--- src/shared/adc_error_formula_select_pkg.sv ---
/*
  Shared constants and carriers of the converter computation control block.
  Assumes a 32-bit AHB-Lite register bus; register indices times four are byte addresses.
*/
package adc_error_formula_select_pkg;
  localparam int RES_W = 12;
  localparam int ACC_W = 20;
  localparam int ERR_W = 22;
  localparam int THR_W = 16;
  localparam int IDX_W = 10;

  // ============================================================
  // register indices (byte address = index * 4)
  localparam logic [IDX_W-1:0] IDX_RUN = 10'h111;
  localparam logic [IDX_W-1:0] IDX_PHASE = 10'h112;
  localparam logic [IDX_W-1:0] IDX_FILTER = 10'h113;
  localparam logic [IDX_W-1:0] IDX_THRESH = 10'h114;
  localparam logic [IDX_W-1:0] IDX_SETPT = 10'h116;
  localparam logic [IDX_W-1:0] IDX_UTH = 10'h117;
  localparam logic [IDX_W-1:0] IDX_LTH = 10'h118;
  localparam logic [IDX_W-1:0] IDX_RPT = 10'h119;
  localparam logic [IDX_W-1:0] IDX_FILTER_VALUE = 10'h11a;
  localparam logic [IDX_W-1:0] IDX_ERR = 10'h11b;
  localparam logic [IDX_W-1:0] IDX_ACC = 10'h11c;
  localparam logic [IDX_W-1:0] IDX_PREV = 10'h11d;
  localparam logic [IDX_W-1:0] IDX_RES = 10'h11e;
  localparam logic [IDX_W-1:0] IDX_IRQ = 10'h11f;
  localparam logic [IDX_W-1:0] IDX_MASK = 10'h120;

  // ============================================================
  // field positions and reset values
  localparam int RUN_ON = 7;
  localparam int RUN_REPEAT_CONVERSION = 6;
  localparam int RUN_GO = 0;
  localparam int PH_PRECHARGE_POLARITY = 7;
  localparam int PH_INVERTED_PRECHARGE_ENABLE = 6;
  localparam int PH_GUARD_POLARITY = 5;
  localparam int PH_DOUBLE_SAMPLE_ENABLE = 0;
  localparam int FM_PREVIOUS_SOURCE_SELECT = 7;
  localparam int FM_CRS = 4;
  localparam int FM_ACCUMULATOR_CLEAR = 3;
  localparam int FM_MD = 0;
  localparam int TC_ERROR_FORMULA_SELECT = 4;
  localparam int TC_SOI = 3;
  localparam int TC_TMD = 0;
  localparam int IRQ_DONE = 0;
  localparam int IRQ_THR = 1;
  localparam logic [7:0] REG8_RESET = 8'h00;
  localparam logic [7:0] PHASE_MASK = 8'he1;
  localparam logic [7:0] THRESH_MASK = 8'h7f;

  // ============================================================
  // encodings
  localparam logic [2:0] MD_BASIC = 3'h0;
  localparam logic [2:0] MD_ACCUM = 3'h1;
  localparam logic [2:0] MD_AVG = 3'h2;
  localparam logic [2:0] MD_BURST = 3'h3;
  localparam logic [2:0] MD_LPF = 3'h4;
  localparam logic [2:0] ERROR_FORMULA_SELECT_DIFF = 3'h0;
  localparam logic [2:0] ERROR_FORMULA_SELECT_SETPT = 3'h1;
  localparam logic [2:0] ERROR_FORMULA_SELECT_FILT = 3'h2;
  localparam logic [2:0] ERROR_FORMULA_SELECT_PREVF = 3'h4;
  localparam logic [2:0] ERROR_FORMULA_SELECT_FSET = 3'h5;

  typedef struct packed {
    logic start;
    logic second;
    logic pin_short_en;
    logic hold_short_en;
    logic precharge_high;
    logic guard_high;
  } front_ctl_s;

  typedef struct packed {
    logic signed [ERR_W-1:0] result;
    logic signed [ERR_W-1:0] prev;
    logic signed [ERR_W-1:0] filter;
    logic signed [ERR_W-1:0] setpt;
    logic signed [ERR_W-1:0] uth;
    logic signed [ERR_W-1:0] lth;
    logic double_sample_enable;
    logic [2:0] error_formula_select;
    logic [2:0] threshold_irq_mode;
  } error_formula_select_in_s;
endpackage

--- src/verilog/adc_computation_control.sv ---
/*
  Converter computation control: sequencing, precharge/guard polarity, accumulator and
  filter, deviation and threshold interrupt, AHB-Lite register slave.
  Assumes the analog front end starts a conversion on front_ctl.start and returns one
  conv_done pulse with conv_data; all inputs synchronous to hclk.
*/
// Added by the designer: the AHB-Lite slave port.
`timescale 1ns/1ps
module adc_computation_control import adc_error_formula_select_pkg::*; (
  input wire logic hclk,
  input wire logic hresetn,
  input wire logic hsel,
  input wire logic [31:0] haddr,
  input wire logic [1:0] htrans,
  input wire logic hwrite,
  input wire logic [2:0] hsize,
  input wire logic [31:0] hwdata,
  input wire logic hready,
  output logic hreadyout,
  output logic hresp,
  output logic [31:0] hrdata,
  input wire logic conv_done,
  input wire logic [RES_W-1:0] conv_data,
  input wire logic pre_time_nonzero,
  input wire logic input_is_internal,
  output front_ctl_s front_ctl,
  output logic irq
);
  typedef enum logic [1:0] {ST_IDLE, ST_CONV, ST_ERROR_FORMULA_SELECT, ST_DONE} seq_e;

  seq_e state_ff;
  logic [7:0] run_ff, phase_ff, filt_ff, thr_ff, rpt_ff, mask_ff;
  logic [1:0] irq_stat_ff;
  logic [THR_W-1:0] setpt_ff, uth_ff, lth_ff;
  logic [RES_W-1:0] result_ff, prev_ff;
  logic [ACC_W-1:0] acc_ff, filter_ff;
  logic [7:0] tally_ff;
  logic ov_ff, second_ff, start_ff, thr_hit_ff;
  logic [ERR_W-1:0] err_ff;
  logic wr_pend_ff;
  logic [IDX_W-1:0] wr_idx_ff;
  logic [31:0] hrdata_ff;

  // ============================================================
  // field views
  logic on, repeat_conversion, go, precharge_polarity, inverted_precharge_enable, guard_polarity, double_sample_enable, previous_source_select, accumulator_clear, stop_on_threshold;
  logic [2:0] shift_select, md, error_formula_select, threshold_irq_mode;
  assign on = run_ff[RUN_ON];
  assign repeat_conversion = run_ff[RUN_REPEAT_CONVERSION];
  assign go = run_ff[RUN_GO];
  assign precharge_polarity = phase_ff[PH_PRECHARGE_POLARITY];
  assign inverted_precharge_enable = phase_ff[PH_INVERTED_PRECHARGE_ENABLE];
  assign guard_polarity = phase_ff[PH_GUARD_POLARITY];
  assign double_sample_enable = phase_ff[PH_DOUBLE_SAMPLE_ENABLE];
  assign previous_source_select = filt_ff[FM_PREVIOUS_SOURCE_SELECT];
  assign shift_select = filt_ff[FM_CRS+:3];
  assign accumulator_clear = filt_ff[FM_ACCUMULATOR_CLEAR];
  assign md = filt_ff[FM_MD+:3];
  assign error_formula_select = thr_ff[TC_ERROR_FORMULA_SELECT+:3];
  assign stop_on_threshold = thr_ff[TC_SOI];
  assign threshold_irq_mode = thr_ff[TC_TMD+:3];

  function automatic logic signed [ERR_W-1:0] sext_thr(input logic [THR_W-1:0] v);
    sext_thr = {{(ERR_W-THR_W){v[THR_W-1]}}, v};
  endfunction

  // ============================================================
  // bus slave: zero wait states, read data captured in the address phase
  logic addr_ok, rd_take, wr_data, last_sample, burst_more, accum_mode, retrig;
  logic [IDX_W-1:0] a_idx;
  logic [31:0] rd_mux;
  assign a_idx = haddr[IDX_W+1:2];
  assign addr_ok = hsel && htrans[1] && hready;
  assign rd_take = addr_ok && !hwrite;
  assign wr_data = wr_pend_ff;
  assign hreadyout = 1'b1;
  assign hresp = 1'b0;
  assign hrdata = hrdata_ff;

  always_comb begin
    unique case (a_idx)
      IDX_RUN: rd_mux = 32'(run_ff);
      IDX_PHASE: rd_mux = 32'(phase_ff);
      IDX_FILTER: rd_mux = 32'(filt_ff);
      IDX_THRESH: rd_mux = 32'(thr_ff);
      IDX_SETPT: rd_mux = 32'(setpt_ff);
      IDX_UTH: rd_mux = 32'(uth_ff);
      IDX_LTH: rd_mux = 32'(lth_ff);
      IDX_RPT: rd_mux = 32'(rpt_ff);
      IDX_FILTER_VALUE: rd_mux = 32'(filter_ff);
      IDX_ERR: rd_mux = 32'(err_ff);
      IDX_ACC: rd_mux = {ov_ff, 3'h0, tally_ff, acc_ff};
      IDX_PREV: rd_mux = 32'(prev_ff);
      IDX_RES: rd_mux = 32'(result_ff);
      IDX_IRQ: rd_mux = 32'(irq_stat_ff);
      IDX_MASK: rd_mux = 32'(mask_ff);
      default: rd_mux = 32'h0;
    endcase
  end

  always_ff @(posedge hclk or negedge hresetn) begin
    if (!hresetn) begin
      wr_pend_ff <= 1'b0;
      wr_idx_ff <= '0;
      hrdata_ff <= 32'h0;
    end else begin
      wr_pend_ff <= addr_ok && hwrite;
      if (addr_ok)
        wr_idx_ff <= a_idx;
      if (rd_take)
        hrdata_ff <= rd_mux;
    end
  end

  // ============================================================
  // plain software registers
  always_ff @(posedge hclk or negedge hresetn) begin
    if (!hresetn) begin
      phase_ff <= REG8_RESET;
      setpt_ff <= '0;
      uth_ff <= '0;
      lth_ff <= '0;
      rpt_ff <= REG8_RESET;
      mask_ff <= REG8_RESET;
    end else if (wr_data) begin
      unique case (wr_idx_ff)
        IDX_PHASE: phase_ff <= hwdata[7:0] & PHASE_MASK;
        IDX_SETPT: setpt_ff <= hwdata[THR_W-1:0];
        IDX_UTH: uth_ff <= hwdata[THR_W-1:0];
        IDX_LTH: lth_ff <= hwdata[THR_W-1:0];
        IDX_RPT: rpt_ff <= hwdata[7:0];
        IDX_MASK: mask_ff <= {6'h0, hwdata[1:0]};
        default: ;
      endcase
    end
  end

  // mode/threshold control; the clear command self-clears on the same edge at which it clears the accumulator
  always_ff @(posedge hclk or negedge hresetn) begin
    if (!hresetn) begin
      filt_ff <= REG8_RESET;
      thr_ff <= REG8_RESET;
    end else begin
      if (wr_data && wr_idx_ff == IDX_FILTER)
        filt_ff <= hwdata[7:0];
      else if (accumulator_clear)
        filt_ff[FM_ACCUMULATOR_CLEAR] <= 1'b0;
      if (wr_data && wr_idx_ff == IDX_THRESH)
        thr_ff <= hwdata[7:0] & THRESH_MASK;
    end
  end

  // run bit: a software write wins over the hardware clear in the same cycle
  assign retrig = repeat_conversion && !(stop_on_threshold && thr_hit_ff);
  always_ff @(posedge hclk or negedge hresetn) begin
    if (!hresetn)
      run_ff <= REG8_RESET;
    else if (wr_data && wr_idx_ff == IDX_RUN)
      run_ff <= {hwdata[7:6], 5'h0, hwdata[0]};
    else if (state_ff == ST_DONE && !retrig)
      run_ff[RUN_GO] <= 1'b0;
  end

  // ============================================================
  // conversion sequencer
  assign accum_mode = (md == MD_ACCUM) || (md == MD_AVG) || (md == MD_BURST) || (md == MD_LPF);
  assign burst_more = (md == MD_BURST) && (8'(tally_ff + 8'h1) < rpt_ff);
  assign last_sample = conv_done && !(double_sample_enable && !second_ff);

  always_ff @(posedge hclk or negedge hresetn) begin
    if (!hresetn) begin
      state_ff <= ST_IDLE;
      second_ff <= 1'b0;
      start_ff <= 1'b0;
      prev_ff <= '0;
      result_ff <= '0;
    end else begin
      start_ff <= 1'b0;
      unique case (state_ff)
        ST_IDLE: begin
          if (go && on) begin
            prev_ff <= previous_source_select ? filter_ff[RES_W-1:0] : result_ff;
            second_ff <= 1'b0;
            start_ff <= 1'b1;
            state_ff <= ST_CONV;
          end
        end
        ST_CONV: begin
          if (!go || !on) begin
            state_ff <= ST_IDLE;
          end else if (conv_done) begin
            result_ff <= conv_data;
            if (double_sample_enable && !second_ff) begin
              prev_ff <= conv_data;
              second_ff <= 1'b1;
              start_ff <= 1'b1;
            end else if (burst_more) begin
              second_ff <= 1'b0;
              start_ff <= 1'b1;
            end else begin
              state_ff <= ST_ERROR_FORMULA_SELECT;
            end
          end
        end
        ST_ERROR_FORMULA_SELECT: state_ff <= go ? ST_DONE : ST_IDLE;
        ST_DONE: state_ff <= ST_IDLE;
      endcase
    end
  end

  // ============================================================
  // accumulator and filter; lpf keeps the sum at 2^crs times the filter value
  logic [ACC_W:0] acc_sum;
  logic [ACC_W-1:0] sample_ext, acc_lpf, acc_shr;
  assign sample_ext = ACC_W'(conv_data);
  assign acc_sum = {1'b0, acc_ff} + {1'b0, sample_ext};
  assign acc_shr = acc_ff >> shift_select;
  assign acc_lpf = ACC_W'(acc_ff + sample_ext - acc_shr);

  always_ff @(posedge hclk or negedge hresetn) begin
    if (!hresetn) begin
      acc_ff <= '0;
      tally_ff <= 8'h0;
      ov_ff <= 1'b0;
      filter_ff <= '0;
    end else if (accumulator_clear) begin
      acc_ff <= '0;
      tally_ff <= 8'h0;
      ov_ff <= 1'b0;
    end else if (state_ff == ST_CONV && last_sample && go && on && accum_mode) begin
      tally_ff <= 8'(tally_ff + 8'h1);
      if (md == MD_LPF) begin
        acc_ff <= acc_lpf;
        filter_ff <= acc_lpf >> shift_select;
      end else if ((md == MD_AVG || md == MD_BURST) && 8'(tally_ff + 8'h1) >= rpt_ff) begin
        filter_ff <= acc_sum[ACC_W-1:0] >> shift_select;
        acc_ff <= '0;
        tally_ff <= 8'h0;
        ov_ff <= ov_ff | acc_sum[ACC_W];
      end else begin
        acc_ff <= acc_sum[ACC_W-1:0];
        ov_ff <= ov_ff | acc_sum[ACC_W];
        if (md == MD_ACCUM)
          filter_ff <= acc_sum[ACC_W-1:0] >> shift_select;
      end
    end
  end

  // ============================================================
  // deviation and threshold, registered once per trigger
  error_formula_select_in_s cin;
  logic signed [ERR_W-1:0] err_w;
  logic hit_w;
  assign cin.result = ERR_W'(result_ff);
  assign cin.prev = ERR_W'(prev_ff);
  assign cin.filter = ERR_W'(filter_ff);
  assign cin.setpt = sext_thr(setpt_ff);
  assign cin.uth = sext_thr(uth_ff);
  assign cin.lth = sext_thr(lth_ff);
  assign cin.double_sample_enable = double_sample_enable;
  assign cin.error_formula_select = error_formula_select;
  assign cin.threshold_irq_mode = threshold_irq_mode;

  adc_deviation_error_formula_select u_error_formula_select (
    .cin(cin),
    .err(err_w),
    .err_ovf(),
    .above_upper(),
    .below_lower(),
    .thr_hit(hit_w)
  );

  always_ff @(posedge hclk or negedge hresetn) begin
    if (!hresetn) begin
      err_ff <= '0;
      thr_hit_ff <= 1'b0;
    end else if (state_ff == ST_ERROR_FORMULA_SELECT) begin
      err_ff <= err_w;
      thr_hit_ff <= hit_w;
    end
  end

  // ============================================================
  // interrupt status: read clears, a new event in the same cycle wins
  logic [1:0] irq_set;
  assign irq_set = {state_ff == ST_DONE && thr_hit_ff, state_ff == ST_DONE};
  always_ff @(posedge hclk or negedge hresetn) begin
    if (!hresetn)
      irq_stat_ff <= 2'h0;
    else if (rd_take && a_idx == IDX_IRQ)
      irq_stat_ff <= irq_set;
    else
      irq_stat_ff <= irq_stat_ff | irq_set;
  end
  assign irq = |(irq_stat_ff & mask_ff[1:0]);

  // ============================================================
  // front end controls; polarity flips only on the second half of a double sample
  logic flip;
  assign flip = inverted_precharge_enable && double_sample_enable && second_ff;
  assign front_ctl.start = start_ff;
  assign front_ctl.second = second_ff;
  assign front_ctl.pin_short_en = pre_time_nonzero && !input_is_internal && state_ff == ST_CONV;
  assign front_ctl.hold_short_en = pre_time_nonzero && input_is_internal && state_ff == ST_CONV;
  assign front_ctl.precharge_high = precharge_polarity ^ flip;
  assign front_ctl.guard_high = guard_polarity ^ flip;

  // ============================================================
  // checks
  AST_PRE_POL: assert property (@(posedge hclk) disable iff (!hresetn)
    !second_ff |-> front_ctl.precharge_high == precharge_polarity) else $error("precharge level wrong");
  AST_INVERT: assert property (@(posedge hclk) disable iff (!hresetn)
    (second_ff && double_sample_enable && inverted_precharge_enable) |-> (front_ctl.precharge_high != precharge_polarity && front_ctl.guard_high != guard_polarity))
    else $error("second conversion not inverted");
  AST_GUARD: assert property (@(posedge hclk) disable iff (!hresetn)
    (!inverted_precharge_enable || !second_ff) |-> front_ctl.guard_high == guard_polarity) else $error("guard level wrong");
  AST_DOUBLE: assert property (@(posedge hclk) disable iff (!hresetn)
    (state_ff == ST_CONV && conv_done && double_sample_enable && !second_ff && go && on) |=>
    (prev_ff == $past(conv_data) && start_ff && second_ff)) else $error("first sample not kept");
  AST_PREV_SRC: assert property (@(posedge hclk) disable iff (!hresetn)
    (state_ff == ST_IDLE && go && on) |=>
    prev_ff == ($past(previous_source_select) ? $past(filter_ff[RES_W-1:0]) : $past(result_ff))) else $error("earlier source");
  AST_CLEAR: assert property (@(posedge hclk) disable iff (!hresetn)
    accumulator_clear |=> (acc_ff == '0 && tally_ff == 8'h0 && !ov_ff)) else $error("clear incomplete");
  AST_CLEAR_DONE: assert property (@(posedge hclk) disable iff (!hresetn)
    (accumulator_clear && !wr_data) |=> !accumulator_clear) else $error("clear bit stuck");
  AST_BASIC_HOLD: assert property (@(posedge hclk) disable iff (!hresetn)
    (md == MD_BASIC && !accumulator_clear) |=> $stable(acc_ff)) else $error("basic mode accumulated");
  AST_DIFF: assert property (@(posedge hclk) disable iff (!hresetn)
    (state_ff == ST_DONE && error_formula_select == ERROR_FORMULA_SELECT_DIFF) |->
    err_ff == ERR_W'(ERR_W'(result_ff) - ERR_W'(prev_ff))) else $error("difference wrong");
  AST_ONESHOT: assert property (@(posedge hclk) disable iff (!hresetn)
    (state_ff == ST_DONE && !repeat_conversion && !(wr_data && wr_idx_ff == IDX_RUN)) |=> !go) else $error("run not cleared");
  AST_STOP_THR: assert property (@(posedge hclk) disable iff (!hresetn)
    (state_ff == ST_DONE && repeat_conversion && stop_on_threshold && thr_hit_ff && !(wr_data && wr_idx_ff == IDX_RUN)) |=> !go)
    else $error("stop on threshold failed");
  AST_ALWAYS_HIT: assert property (@(posedge hclk) disable iff (!hresetn)
    (state_ff == ST_ERROR_FORMULA_SELECT && threshold_irq_mode == 3'h7) |=> thr_hit_ff ##1 irq_stat_ff[IRQ_THR]) else $error("mode 111 no hit");
  AST_ERROR_FORMULA_SELECT_ORDER: assert property (@(posedge hclk) disable iff (!hresetn)
    state_ff == ST_DONE |-> $past(state_ff) == ST_ERROR_FORMULA_SELECT) else $error("threshold before deviation");

  COV_DOUBLE: cover property (@(posedge hclk) disable iff (!hresetn) state_ff == ST_DONE && double_sample_enable);
  COV_LPF: cover property (@(posedge hclk) disable iff (!hresetn) state_ff == ST_DONE && md == MD_LPF);
  COV_RETRIG: cover property (@(posedge hclk) disable iff (!hresetn) state_ff == ST_DONE && retrig ##2 start_ff);
  COV_IRQ: cover property (@(posedge hclk) disable iff (!hresetn) irq && irq_stat_ff[IRQ_THR]);
endmodule

--- src/verilog/adc_deviation_error_formula_select.sv ---
/*
  Deviation arithmetic and threshold test, purely combinational.
  Assumes the caller registers err and thr_hit once per completed trigger.
*/
`timescale 1ns/1ps
module adc_deviation_error_formula_select import adc_error_formula_select_pkg::*; (
  input error_formula_select_in_s cin,
  output logic signed [ERR_W-1:0] err,
  output logic err_ovf,
  output logic above_upper,
  output logic below_lower,
  output logic thr_hit
);
  logic signed [ERR_W+1:0] base;
  logic signed [ERR_W+1:0] wide;

  function automatic logic signed [ERR_W+1:0] sx(input logic signed [ERR_W-1:0] v);
    sx = {{2{v[ERR_W-1]}}, v};
  endfunction

  // ============================================================
  // deviation formula
  always_comb begin
    base = cin.double_sample_enable ? sx(cin.result) - sx(cin.prev) : sx(cin.result);
    unique case (cin.error_formula_select)
      ERROR_FORMULA_SELECT_DIFF: wide = sx(cin.result) - sx(cin.prev);
      ERROR_FORMULA_SELECT_SETPT: wide = base - sx(cin.setpt);
      ERROR_FORMULA_SELECT_FILT: wide = base - sx(cin.filter);
      ERROR_FORMULA_SELECT_PREVF: wide = sx(cin.prev) - sx(cin.filter);
      ERROR_FORMULA_SELECT_FSET: wide = sx(cin.filter) - sx(cin.setpt);
      default: wide = '0;
    endcase
    err = wide[ERR_W-1:0];
    err_ovf = (wide[ERR_W+1:ERR_W-1] != 3'h0) && (wide[ERR_W+1:ERR_W-1] != 3'h7);
  end

  // ============================================================
  // threshold test
  always_comb begin
    above_upper = err > cin.uth;
    below_lower = err < cin.lth;
    unique case (cin.threshold_irq_mode)
      3'h7: thr_hit = 1'b1;
      3'h6: thr_hit = above_upper;
      3'h5: thr_hit = !above_upper;
      3'h4: thr_hit = below_lower || above_upper;
      3'h3: thr_hit = (err > cin.lth) && (err < cin.uth);
      3'h2: thr_hit = !below_lower;
      3'h1: thr_hit = below_lower;
      3'h0: thr_hit = 1'b0;
    endcase
  end
endmodule
--- config.mk ---
export PLATFORM = sky130hd
export DESIGN_NAME = adc_computation_control
export DESIGN_NICKNAME = d
export VERILOG_FILES = /design/src/shared/adc_error_formula_select_pkg.sv /design/src/verilog/adc_computation_control.sv /design/src/verilog/adc_deviation_error_formula_select.sv
export SDC_FILE = /design/constraint.sdc
export NUM_CORES = 1
export LEC_CHECK = 0
export BUFFER_PORTS_ARGS = -buffer_cell sky130_fd_sc_hd__buf_2
export CAP_MARGIN = 20
export CORE_UTILIZATION = 57
export CTS_CLUSTER_SIZE = 25
export DETAILED_ROUTE_END_ITERATION = 10
export MAX_ROUTING_LAYER = met4
export PLACE_DENSITY_LB_ADDON = 0.12
export SETUP_SLACK_MARGIN = 0.05
export SLEW_MARGIN = 30
export SYNTH_ARGS = -nofsm -noshare
export SYNTH_HDL_FRONTEND = slang
export SYNTH_HIERARCHICAL = 1
export SYNTH_SLANG_ARGS = --single-unit
--- constraint.sdc ---
create_clock -name hclk -period 6.25 [get_ports hclk]
set_input_delay 0.3125 -clock hclk [delete_from_list [all_inputs] [get_ports hclk]]
set_output_delay 0.3125 -clock hclk [all_outputs]
set_load 0.01 [all_outputs]
* Word level (Yosys, flattened, before mapping) *
Index checks and enable logic that the tools add are counted.

cells by class
  multiplexer cells = 47
  eq/ne operators = 51
  shift-type cells = 3
  bitwise operators = 7
  order comparisons = 6
  $add $sub $neg = 9
  reduce and logical (&&, ||, !) cells = 64

operators by type and width
  cell                                             number
  case mux 32 bit (15 select lines)                1
  == test 10 x 9 -> 1 bit (second input constant)  24
  2-to-1 mux 20 bit                                7
  case mux 22 bit (5 select lines)                 1
  2-to-1 mux 12 bit                                5
  >> shifter 20 x 3 -> 20 bit                      3
  greater-than comparator 22 x 16 -> 1 bit         2
  < comparator 22 x 16 -> 1 bit                    2
  2-to-1 mux 8 bit                                 4
  logical AND 1 bit                                28
  case mux 12 bit (2 select lines)                 1
  2-to-1 mux 22 bit                                1
  subtractor 21 x 16 -> 22 bit                     1
  subtractor 22 x 16 -> 22 bit                     1
  subtractor 22 x 21 -> 22 bit                     1
  adder 20 x 12 -> 21 bit                          1
  == test 3 bit (second input constant)            7
  subtractor 12 x 20 -> 21 bit                     1
  adder 20 x 12 -> 20 bit                          1
  subtractor 20 bit                                1
  2-to-1 mux 1 bit                                 16
  == test 3 x 2 -> 1 bit (second input constant)   5
  2-to-1 mux 2 bit                                 7
  AND reduction 2 bit                              7
  other kinds (27)                                 59

word-level totals
  word-level logic and storage cells = 213
  bits of input ports = 89
  flip-flop bits (word level) = 225
  output and inout bits = 41

* Longest topological paths before layout *
  word-level depth = 10
  mapped depth = 33
  depth with buffers taken out = 33

* By module *
The synthesis kept the hierarchy.

by module, submodules not included
  module                              times used  seq. area each (µm²)  area each (µm²)  cells an instance
  adc_computation_control             1           5555.3                14508.9          1565
  adc_deviation_error_formula_select  1           0.0                   6799.0           977

* Worst setup path after synthesis *
OpenSTA, ideal clock, no wires.

  kind = register -> register
  start = register prev_ff[0]
  end = register thr_hit_ff
  required time = 6.125 ns
  clock period less this slack = 6.516 ns
  library setup time = 0.125 ns
  cell stages (with the launch flop) = 33
  arrival time = 6.391 ns
  path buffers = 0
  slack = -0.266 ns
  cell sequence = dfrtp_1 ha_1 fa_1 nor2b_1 o31a_1 or4_1 nand3_1 o31ai_1 and3_1 nand2b_1 xor2_1 mux2_2 ha_1 nand3_1 nand2_1 or4_1 a311o_1 a31oi_1 o21bai_1 a21o_1 xor2_1 a22oi_1 o221ai_1 ha_1 nand4_1 nor3_1 o211ai_1 a21bo_2 o31ai_1 a2111oi_0 a2111oi_0 a211oi_1 mux2_2

between the ends
  longest elaborated chain between the ends = 7
  elaborated cells between the ends (all ways) = 15
  classes of those cells = add/sub (4); order compare (4); mux (3); reduce/logical (4)

RTL lines
  what                                                                          line                                                                                source
  start, declared                                                               adc_computation_control.sv:35                                                       logic [RES_W-1:0] result_ff, prev_ff;
  start signal, assigned                                                        adc_computation_control.sv:182                                                      prev_ff <= previous_source_select ? filter_ff[RES_W-1:0] : result_ff;
  start signal, assigned                                                        adc_computation_control.sv:194                                                      prev_ff <= conv_data;
  subtractor 12 x 12 -> 13 bit                                                  adc_deviation_error_formula_select.sv:24, adc_deviation_error_formula_select.sv:26
  2-to-1 mux 22 bit                                                             adc_deviation_error_formula_select.sv:24                                            base = cin.double_sample_enable ? sx(cin.result) - sx(cin.prev) : sx(cin.result);
  subtractor 22 x 21 -> 22 bit or subtractor 22 x 16 -> 22 bit (tied branches)  adc_deviation_error_formula_select.sv:28, adc_deviation_error_formula_select.sv:27
  case mux 22 bit (5 select lines) *                                            adc_deviation_error_formula_select.sv:25                                            unique case (cin.error_formula_select)
  named net err_w[20]                                                           adc_computation_control.sv:252                                                      logic signed [ERR_W-1:0] err_w;
  < comparator 22 x 16 -> 1 bit, or another cell as far along                   adc_deviation_error_formula_select.sv:41                                            below_lower = err < cin.lth;
  zero test 1 bit, or another cell as far along                                 adc_deviation_error_formula_select.sv:48                                            3'h2: thr_hit = !below_lower;
  case mux 1 bit (8 select lines) *                                             adc_deviation_error_formula_select.sv:42                                            unique case (cin.threshold_irq_mode)
  named net hit_w                                                               adc_computation_control.sv:253                                                      logic hit_w;
  end signal, assigned                                                          adc_computation_control.sv:279                                                      thr_hit_ff <= hit_w;
  end, declared                                                                 adc_computation_control.sv:38                                                       logic ov_ff, second_ff, start_ff, thr_hit_ff;

Mark *: on every way through the listed nets, which the timed path passes. The rest lies on a longest branch.
A chain may end at the register's enable or synchronous reset.

* Worst setup path in the final report *
  start = register result_ff[0]
  end = register thr_hit_ff

between the ends
  longest elaborated chain between the ends = 7
  elaborated cells between the ends (all ways) = 14
  classes of those cells = add/sub (3); order compare (4); mux (3); reduce/logical (4)

RTL lines
  what                                                                          line                                                                                source
  start, declared                                                               adc_computation_control.sv:35
  start signal, assigned                                                        adc_computation_control.sv:192                                                      result_ff <= conv_data;
  subtractor 12 x 12 -> 13 bit                                                  adc_deviation_error_formula_select.sv:24, adc_deviation_error_formula_select.sv:26
  2-to-1 mux 22 bit                                                             adc_deviation_error_formula_select.sv:24
  subtractor 22 x 21 -> 22 bit or subtractor 22 x 16 -> 22 bit (tied branches)  adc_deviation_error_formula_select.sv:28, adc_deviation_error_formula_select.sv:27
  case mux 22 bit (5 select lines) *                                            adc_deviation_error_formula_select.sv:25
  named net err_w[20]                                                           adc_computation_control.sv:252
  < comparator 22 x 16 -> 1 bit *                                               adc_deviation_error_formula_select.sv:41
  named net u_error_formula_select.below_lower                                  adc_deviation_error_formula_select.sv:11                                            output logic below_lower,
  zero test 1 bit or logical OR 1 bit (tied branches)                           adc_deviation_error_formula_select.sv:48, adc_deviation_error_formula_select.sv:46
  case mux 1 bit (8 select lines) *                                             adc_deviation_error_formula_select.sv:42
  named net hit_w                                                               adc_computation_control.sv:253

Marks and branches as above.

==> impl_metrics.json <==
{
  "power.density_nw_per_um2": 159,
  "drc": 0,
  "dp_hpwl_mm": 59.0,
  "hold_viol_final": 0,
  "die_w_um": 194,
  "fin_crit_sh_pct": 109,
  "synth_warnings": 6,
  "clockBufferDepth": 3,
  "root_buffer": "clkbuf_16",
  "cp-end-kind": "flip-flop",
  "grtUsageTotal_pct": 41.4,
  "cts_buffers": 25,
  "tightest_slew_ps": 994,
  "clk_latency_ps": 570,
  "layout_setup_ws_ps": -576,
  "critPathMostFrequentCell": "ha_4",
  "violations": "negative setup slack",
  "vias": 20810,
  "start_util_pct": 58.4,
  "core_um2": 35900,
  "critPathSlowestCell": "or4_4",
  "drive_gt1_share_pct": 19.3,
  "cp-startpoint": "result_ff[0]",
  "wl_per_cell_um": 24.0,
  "max_stage_delay_ps": 530,
  "fill_cells": 2988,
  "syn_area_per_cell_um2": 8.42,
  "hp-start": "haddr[10]",
  "rsz0062_at_grt": "yes",
  "nets": 2994,
  "fp-row-count": 69,
  "clk_pin_slew_ps": 60,
  "io_pins": 130,
  "antenna_found_initial": 1,
  "grt_remaining_overflow": 0,
  "drt_wl_total_mm": 76.4,
  "cp.required_ps": 6700,
  "setup_viol": 1,
  "dr.pass1.iters": 9,
  "worstPathMaxFanout": 4,
  "initialDrtViolationCount": 2111,
  "clock.fmax_ghz": 0.146,
  "grt_pass1_wl_mm": 117,
  "port_buffers": 82,
  "worstSetupPathType": "reg -> reg",
  "hp-class": "in -> reg",
  "tns_ps": -576,
  "start_kind": "flip-flop",
  "synthCells": 2491,
  "grt_max_degree": 177,
  "first_global_vias": 20428,
  "avgViaCountPerCell": 6.53,
  "die_y_um": 194,
  "htreeDepth": 1,
  "final.setup_skew_ps": 17.8,
  "ant_nets": 0,
  "fin_crit_ps": 6830,
  "die-area_um2": 37600,
  "gp_congestion": 1.03,
  "cts_tree": "built",
  "syn2layout_area_growth_pct": 15.0,
  "maxCapViolations": 0,
  "clock_sinks": 222,
  "ir_drop_v": 0.000192,
  "status": "finished, violations left",
  "synth_area_um2": 21000,
  "r2r-start": "result_ff[0]",
  "worst_ep_arrival_time_ps": 7270,
  "slew_headroom_pct": 33.5,
  "power.leakage_uw": 0.0112,
  "dp_slack_ps": -508,
  "p_total_uw": 3840,
  "maxSlewViolCount": 0
}
-- cells in the final DEF, fill, tap and decap left out, types with 27 or more instances in the layout --
cell / count
dfrtp_1: 221
inv_1: 193
nor2_1: 194
nor2b_1: 27
ha_1: 173
a21oi_1: 172
mux2_2: 128
buf_2: 81
nor3_1: 35
o21ai_0: 175
nand4_1: 32
a211oi_1: 27
a22oi_1: 31
a21o_1: 63
conb_1: 51
nand2b_1: 31
xor2_1: 40
nand2_1: 214
buf_4: 170
nand3_1: 46
mux2i_1: 67
o21a_1: 28
xnor2_1: 58
a22o_1: 30
-- stage by stage --
step                cell area [um2]  hold slack (ps)  std cells  util (%)
detailed placement            22900              228       3126      63.7
floorplan                     21200             16.9       2540         -
finish                        24100             14.3       3189      67.2
CTS                           23900             5.26       3181      66.5
global placement              22900              225       3126      63.7
global route                  24100             33.4       3189      67.2
-- worst max-delay path, delay by kind of cell (launching register included) --
kind / cells / cell delay, ps
buffers and inverters: 2 / 270
xor gates and xnor gates: 2 / 300
DFF: 1 / 390
muxes: 2 / 440
adders and majority gates: 4 / 820
and+or+nand+nor: 10 / 2150
AOI/OAI and AO/OA: 12 / 2360
-- power by group --
part	total, uW	internal [uW]	switching, uW	leakage [uW]
Clock	1440	788	653	0.000387
Combinational	906	396	510	0.00789
Sequential	1490	1460	28.5	0.00293
Total	3840	2650	1190	0.0112
-- sequential cells by signal, indices dropped and copies added, names as in the netlist, 12 cells and up --
register,flops
hrdata,29
setpt_ff,16
uth_ff,16
prev_ff,12
acc_ff,20
filter_ff,20
lth_ff,16
err_ff,22
result_ff,12
-- routing by layer --
metal  wire length, um  share of wire (%)  GRT usage (%)  vias up
met3              6190                8.1           5.60      283
met5                 0                  0              -        -
met4              5410                7.1           26.1        0
li1                  -                  -              -     9494
met1             29800                 39           49.9     9981
met2             35000                 46           65.5     1052
-- path summary, 6_finish.rpt --
check | end | slack (ps) | depth (start not counted)
max in group asynchronous | filt_ff[4] | 4670 | 4
min in group asynchronous | hrdata[17] | 280 | 2
worst min-delay path | wr_idx_ff[8] | 10 | 2
worst max register to register | thr_hit_ff | -580 | 32
worst max-delay path | thr_hit_ff | -580 | 32
worst min register to register | hrdata[17] | 480 | 2
-- cell type report --
cell class	instances	area (um2)	share of cell area [%]
Antenna cell	1	2.50	0.0104
Clock buffer	33	696	2.88
Clock inverter	13	85.1	0.353
Inverter	195	732	3.03
Multi-Input combinational cell	2006	14700	60.8
Sequential cell	222	5560	23.0
Tap cell	461	577	2.39
Timing Repair Buffer	258	1800	7.44
-- what timing repair did --
item                                    CTS  global route
resized for setup                        26            27
pin swaps                                17            23
hold buffers                              2             0
setup buffers                             7             6
endpoints found under the setup margin    1             1
hold endpoints to repair                 47             0
Power figures use the tool's default switching activity.
